## config.mk

```make
export PLATFORM = sky130hd
export DESIGN_NAME = pofl_top
export DESIGN_NICKNAME = d
export VERILOG_FILES = /design/src/common/pofl_pkg.sv /design/src/logic/pofl_point.sv /design/src/logic/pofl_sync.sv /design/src/logic/pofl_top.sv
export SDC_FILE = /design/constraint.sdc
export NUM_CORES = 1
export LEC_CHECK = 0
export BUFFER_PORTS_ARGS = -buffer_cell sky130_fd_sc_hd__buf_2
export CORE_UTILIZATION = 55
export CTS_CLUSTER_SIZE = 30
export DETAILED_ROUTE_END_ITERATION = 8
export GPL_TIMING_DRIVEN = 0
export MAX_ROUTING_LAYER = met4
export PLACE_DENSITY = 0.75
export SYNTH_ARGS = -nofsm -noshare
export SYNTH_HDL_FRONTEND = slang
export SYNTH_SLANG_ARGS = --single-unit
```

## constraint.sdc

```tcl
create_clock -name clock -period 4.7 [get_ports clock]
set_input_delay 0.705 -clock clock [delete_from_list [all_inputs] [get_ports clock]]
set_output_delay 0.705 -clock clock [all_outputs]
set_load 0.03 [all_outputs]
```

## src/common/pofl_pkg.sv

```systemverilog
// Constants for the protected output fault logic
// Behaviour
// - One byte per update, bit per point
// - Shifted stream looped back during transfer
// - Serial data converted to parallel drive
// - Each point watches overcurrent and short
// - First trip: off then on within 1.5ms
// - Trip persisting after retry latches fault
// - Latched fault forces point off
// - On commands ignored while fault latched
// - Clear command, table clear or power cycle
// - Overcurrent trip near 2.5A, separate detector
// - Fault lights on/off and fault indicators
// - Per-point on/off indicator shows switched state or latched fault
// - Per-point fault indicator shows fault status
// - On/off indicators dark without field power
// - Power indicator needs field and logic power
package pofl_pkg;
  localparam int POINTS = 8;
  localparam int CLK_MHZ = 50;
  // Retry off time and retry on-phase window after turn-on, microseconds
  localparam int RETRY_OFF_US = 500;
  localparam int RETRY_MAX_US = 1500;
  localparam int RETRY_OFF_CYC = RETRY_OFF_US * CLK_MHZ;
  localparam int RETRY_MAX_CYC = RETRY_MAX_US * CLK_MHZ;
  localparam int TIMER_W = 17;
  // Wishbone register byte addresses
  localparam logic [3:0] ADDR_DATA = 4'h0;
  localparam logic [3:0] ADDR_STATUS = 4'h4;
  localparam logic [3:0] ADDR_CONTROL = 4'h8;
  localparam logic [3:0] ADDR_IDENT = 4'hc;
  // Control bits
  localparam int CTRL_CLEAR_BIT = 0;
  localparam int CTRL_TABLE_BIT = 1;
  // Identity, arbitrary value
  localparam logic [7:0] IDENT_VALUE = 8'h5a;
  typedef enum logic [3:0] {
    PT_IDLE = 4'h1,
    PT_OFF = 4'h2,
    PT_ON = 4'h4,
    PT_FAULT = 4'h8
  } pofl_pt_t;
endpackage

```

## src/logic/pofl_point.sv

```systemverilog
// Per-point retry and fault latch
`timescale 1ns/1ps
module pofl_point
  import pofl_pkg::*;
(
  input wire logic clock,
  input wire logic rstn,
  input wire logic command,
  input wire logic trip,
  input wire logic clear,
  output logic drive,
  output logic fault
);
  pofl_pt_t state;
  pofl_pt_t next_state;
  logic [TIMER_W-1:0] timer;
  wire offDone = timer >= TIMER_W'(RETRY_OFF_CYC - 1);
  wire winDone = timer >= TIMER_W'(RETRY_MAX_CYC - 1);
  ////////////////////////////////////////////////////////////
  always_comb begin
    next_state = state;
    case (state)
      PT_IDLE: if (trip && command) next_state = PT_OFF;
      PT_OFF: if (offDone) next_state = PT_ON;
      PT_ON: begin
        if (trip && offDone) next_state = PT_FAULT;
        else if (winDone) next_state = PT_IDLE;
      end
      PT_FAULT: if (clear) next_state = PT_IDLE;
      default: next_state = PT_IDLE;
    endcase
  end
  always_ff @(posedge clock or negedge rstn) begin
    if (!rstn) begin
      state <= PT_IDLE;
      timer <= '0;
    end else begin
      state <= next_state;
      timer <= (next_state != state) ? '0 : timer + 1'b1;
    end
  end
  // Fault and retry force off; on ignored
  assign drive = command && (state == PT_IDLE || state == PT_ON);
  assign fault = (state == PT_FAULT);
endmodule

```

## src/logic/pofl_sync.sv

```systemverilog
// Two-flop synchroniser, vector wide
`timescale 1ns/1ps
module pofl_sync #(
  parameter int W = 8
) (
  input wire logic clock,
  input wire logic rstn,
  input wire logic [W-1:0] din,
  output logic [W-1:0] dout
);
  logic [W-1:0] stage;
  always_ff @(posedge clock or negedge rstn) begin
    if (!rstn) begin
      stage <= '0;
      dout <= '0;
    end else begin
      stage <= din;
      dout <= stage;
    end
  end
endmodule

```

## src/logic/pofl_top.sv

```systemverilog
// Protected eight-point output logic with serial link and Wishbone
//
// Implementation choices: the Wishbone interface to the registers and the register addresses.
`timescale 1ns/1ps
module pofl_top
  import pofl_pkg::*;
#(
  parameter int N = POINTS
) (
  input wire logic clock,
  input wire logic rstn,
  input wire logic wb_cyc_i,
  input wire logic wb_stb_i,
  input wire logic wb_we_i,
  input wire logic [3:0] wb_adr_i,
  input wire logic [3:0] wb_sel_i,
  input wire logic [31:0] wb_dat_i,
  output logic [31:0] wb_dat_o,
  output logic wb_ack_o,
  input wire logic serClk,
  input wire logic serData,
  input wire logic serLatch,
  output logic serReturn,
  input wire logic [N-1:0] overCurrent,
  input wire logic [N-1:0] shortCircuit,
  input wire logic fieldPower,
  input wire logic logicPower,
  output logic [N-1:0] pointDrive,
  output logic [N-1:0] onOffLed,
  output logic [N-1:0] faultLed,
  output logic powerOkLed
);
  ////////////////////////////////////////////////////////////
  logic [N-1:0] shiftReg;
  logic [N-1:0] command;
  logic serClkPrev;
  logic latchPrev;
  logic fieldPrev;
  logic [N-1:0] ocSync;
  logic [N-1:0] scSync;
  logic [N-1:0] drive;
  logic [N-1:0] fault;
  logic clearPulse;
  wire serRise = serClk && !serClkPrev;
  wire latchRise = serLatch && !latchPrev;
  wire [N-1:0] trip = ocSync | scSync;
  wire powerBack = fieldPower && !fieldPrev;
  wire clearAll = clearPulse || powerBack;
  pofl_sync #(.W(N)) syncOc (
    .clock(clock), .rstn(rstn), .din(overCurrent), .dout(ocSync));
  pofl_sync #(.W(N)) syncSc (
    .clock(clock), .rstn(rstn), .din(shortCircuit), .dout(scSync));
  genvar g;
  generate
    for (g = 0; g < N; g++) begin : gPt
      pofl_point pt (
        .clock(clock), .rstn(rstn), .command(command[g]), .trip(trip[g]),
        .clear(clearAll), .drive(drive[g]), .fault(fault[g]));
    end
  endgenerate
  ////////////////////////////////////////////////////////////
  // Serial link, sampled on the system clock
  always_ff @(posedge clock or negedge rstn) begin
    if (!rstn) begin
      serClkPrev <= 1'b0;
      latchPrev <= 1'b0;
      fieldPrev <= 1'b0;
      shiftReg <= '0;
      command <= '0;
      serReturn <= 1'b0;
    end else begin
      serClkPrev <= serClk;
      latchPrev <= serLatch;
      fieldPrev <= fieldPower;
      if (serRise) begin
        shiftReg <= {shiftReg[N-2:0], serData};
        serReturn <= serData;
      end
      if (latchRise) begin
        command <= shiftReg;
      end
    end
  end
  ////////////////////////////////////////////////////////////
  // Wishbone slave, one wait state
  wire acc = wb_cyc_i && wb_stb_i && !wb_ack_o;
  wire wrCtrl = acc && wb_we_i && wb_adr_i == ADDR_CONTROL && wb_sel_i[0];
  wire [31:0] rdMux =
    (wb_adr_i == ADDR_DATA) ? {24'h0, command} :
    (wb_adr_i == ADDR_STATUS) ? {22'h0, logicPower, fieldPower, fault} :
    (wb_adr_i == ADDR_IDENT) ? {24'h0, IDENT_VALUE} : 32'h0;
  always_ff @(posedge clock or negedge rstn) begin
    if (!rstn) begin
      wb_ack_o <= 1'b0;
      wb_dat_o <= 32'h0;
      clearPulse <= 1'b0;
    end else begin
      wb_ack_o <= acc;
      wb_dat_o <= acc ? rdMux : 32'h0;
      clearPulse <= wrCtrl && (wb_dat_i[CTRL_CLEAR_BIT] || wb_dat_i[CTRL_TABLE_BIT]);
    end
  end
  ////////////////////////////////////////////////////////////
  always_ff @(posedge clock or negedge rstn) begin
    if (!rstn) begin
      pointDrive <= '0;
      onOffLed <= '0;
      faultLed <= '0;
      powerOkLed <= 1'b0;
    end else begin
      pointDrive <= drive;
      onOffLed <= fieldPower ? (drive | fault) : '0;
      faultLed <= fault;
      powerOkLed <= fieldPower && logicPower;
    end
  end
endmodule
```

==> qor.txt <==
wire length of the first global-routing pass - 45.2 mm
minimum clock period - 2.87 ns
DRC - 0
number of buffers added on ports - 69
FF/Latch Area - 6420 um^2
Core Util, Final - 64.0%
final setup fails - 0
post-detailed-routing wire length - 26.7 mm
DR vias/cell - 5.71
f_max - 349 MHz
Synth area leader - dfrtp_1
layout cells sized above 1 - 12.7%
overall routing resource usage - 23.8%
leakage power - 6.39 nW
WP data arrival - 3.28 ns
most common cell after layout, fill and taps aside - dfrtp_1
Seq cells post-synth - 256
# rows - 55
status - complete, no violations
area of the core - 22,600 um^2
GP Congestion - 0.917
Max VDD drop - 0.290 mV
dominant synthesized flop cell - dfrtp_1
CTS tree - built
Via Count - 9,954
Chip Height - 154 um
max reg flops - 136
largest net degree at the start of global routing - 128
Cells after DPL - 1,694
gr busiest metal - met2
biggest regs - gPt.pt.timer x136, gPt.pt.state x32, wb_dat_o x10
final net count - 1,512
Max-slew headroom - 22.6%
# IOs - 125
cell area power density - 451 nW/um^2
grt met2 use - 37.5%
Yosys top cell area share - 48.8%
Final ANT Viol Nets - 0
unrepaired setup endpoints after global routing - false
Max-cap violations - 0
Worst setup EP type - flip-flop
multi-input logic area - 5850 um^2
initial antenna violation count - 0
routing usage on met1 - 32.2%
dpl cell area - 13,600 um^2
fin crit share - 61.0%
htree depth - 1
final hold violations - 0
post-synthesis async set-or-reset flop share - 100%
synth unique cells - 77
WP data required - 5.12 ns
Slew Limit Fails - 0
worst-margin pin slew - 1.14 ns
chip width - 154 um
1st-pass router iterations - 5
CP startpoint kind - flip-flop
Seq/Total Area, Yosys - 50.5%
Syn Inst Count - 1,317
Total Power - 0.00654 W
Post-Syn Area per Cell - 9.65 um^2
clock tree buffer depth - 3
Top reg by flops - gPt.pt.timer
post-route cell area - 14,500 um^2
fill cell count - 1,850
most frequent cells in the layout - 248 x dfrtp_1, 214 x nor2_1, 86 x nand2_1
clk root buf - clkbuf_16
Overflow after GRT - 0
synthesized area - 12,700 um^2
routed len/inst - 15.3 um
hold-fix buffers at CTS - 0
CP Class - reg -> reg
Post-synth EDFFs - 0
synth warn - 0
# diodes - 0
crit-path max FO - 10
Clock Latency Late Sink - 0.54 ns
total CTS buffers - 27
Post-DP HPWL - 18.0 mm
Hold Crit Class - in -> async
Non-Filler Instances - 1,744
Resized cells post-CTS - 0
Sink Count - 256
drt initial violations - 600
Area growth syn-to-layout - 14.1%
GRT met3 Usage - 2.87%
Starting Density - 56.1%
Post-Route Skew - 0.00955 ns
Die ar. - 23,700 um^2
Clock transition at path regs - 0.06 ns
postcts setup bufs - 0
top cells by area, synth - dfrtp_1 49%, nor2_1 6.3%, xnor2_1 4.5%, xor2_1 4.1%, nand2_1 2.5%
vias in the first global route - 9,352
-- metrics by stage --
step | hold slack (ns) | setup TNS [ns] | worst slack (ns)
final | 0.0797 | 0 | 1.83
after global routing | 0.117 | 0 | 1.58
after CTS | 0.0935 | 0 | 1.86
after detailed placement | 0.336 | 0 | 1.41
after global placement | 0.331 | -373.85 | -1.54
after floorplan | 0.331 | 0 | 2.19
-- power breakdown --
part | internal, W | leakage, nW | switching, W
combinational | 0.000553 | 2.53 | 0.00103
clock | 0.00137 | 0.466 | 0.000867
sequential | 0.00250 | 3.39 | 0.000218
total | 0.00442 | 6.39 | 0.00212
-- synthesized netlist by cell type, drive strengths merged, types with 7 or more instances --
cell    instances
o211ai         11
nor4b           8
xnor2          65
a21oi          29
ha              8
o31ai          16
nor3           55
nand2b         11
nor4           21
mux2           14
a211oi         16
clkbuf         51
o21a           16
nand3          53
dfstp           8
dfrtp         248
a31oi           8
buf            27
nor2b          16
nand4          27
a21o           12
nand2          86
and3           21
or2            10
nor2          214
nor3b           7
o21ai          49
xor2           60
or3            11
inv            36
a22oi           9
-- path summary, 6_finish.rpt --
path	end	cells past startpoint	slack [ns]	from
hold reg to reg	syncOc.dout[3]$_DFF_PN0_	0	0.35	syncOc.stage[3]$_DFF_PN0_
min in group clock	syncSc.stage[0]$_DFF_PN0_	1	0.27	shortCircuit[0]
hold / removal	gPt[2].pt.timer[10]$_DFF_PN0_	1	0.08	rstn
setup reg to reg	gPt[7].pt.timer[10]$_DFF_PN0_	8	1.83	gPt[7].pt.timer[0]$_DFF_PN0_
setup / recovery	gPt[7].pt.timer[10]$_DFF_PN0_	8	1.83	gPt[7].pt.timer[0]$_DFF_PN0_
max in group asynchronous	gPt[7].pt.timer[6]$_DFF_PN0_	3	3.29	rstn
-- layer usage --
layer	share of wire [%]	wire (um)
met4	3.0	801
met3	4.6	1230
met5	0	0
met2	47	12500
met1	46	12200
-- cell type report --
cell class | instances | area share (%)
timing repair buffer | 71 | 2.83
tap | 285 | 2.46
clock inverter | 12 | 1.15
buffer | 78 | 2.67
inverter | 36 | 0.932
clock buffer | 38 | 5.36
sequential | 256 | 44.2
multi-input combinational | 968 | 40.4
-- kinds of logic (layout without fill, tap and decap cells) --
family / count (synthesis) / count (layout) / share of synthesized area [%]
and+or+nand+nor: 566 / 566 / 21.6
DFF: 256 / 256 / 50.5
AOI/OAI and AO/OA: 233 / 233 / 13.2
xor gates and xnor gates: 125 / 125 / 8.61
buffers and inverters: 114 / 235 / 4.10
muxes: 14 / 14 / 1.24
adders and majority gates: 8 / 8 / 0.788
other: 1 / 22 / 0.0295
-- worst max-delay path, cell delays in order, from the launching register on --
cell and delay, ns:
dfrtp_1 0.39, ha_1 0.29, a21o_1 0.14, a211oi_1 0.08, o311ai_1 0.62, a211oi_1 0.19
o211ai_1 0.62, buf_2 0.35, nor2_1 0.08
(Power assumes the default switching activity.)
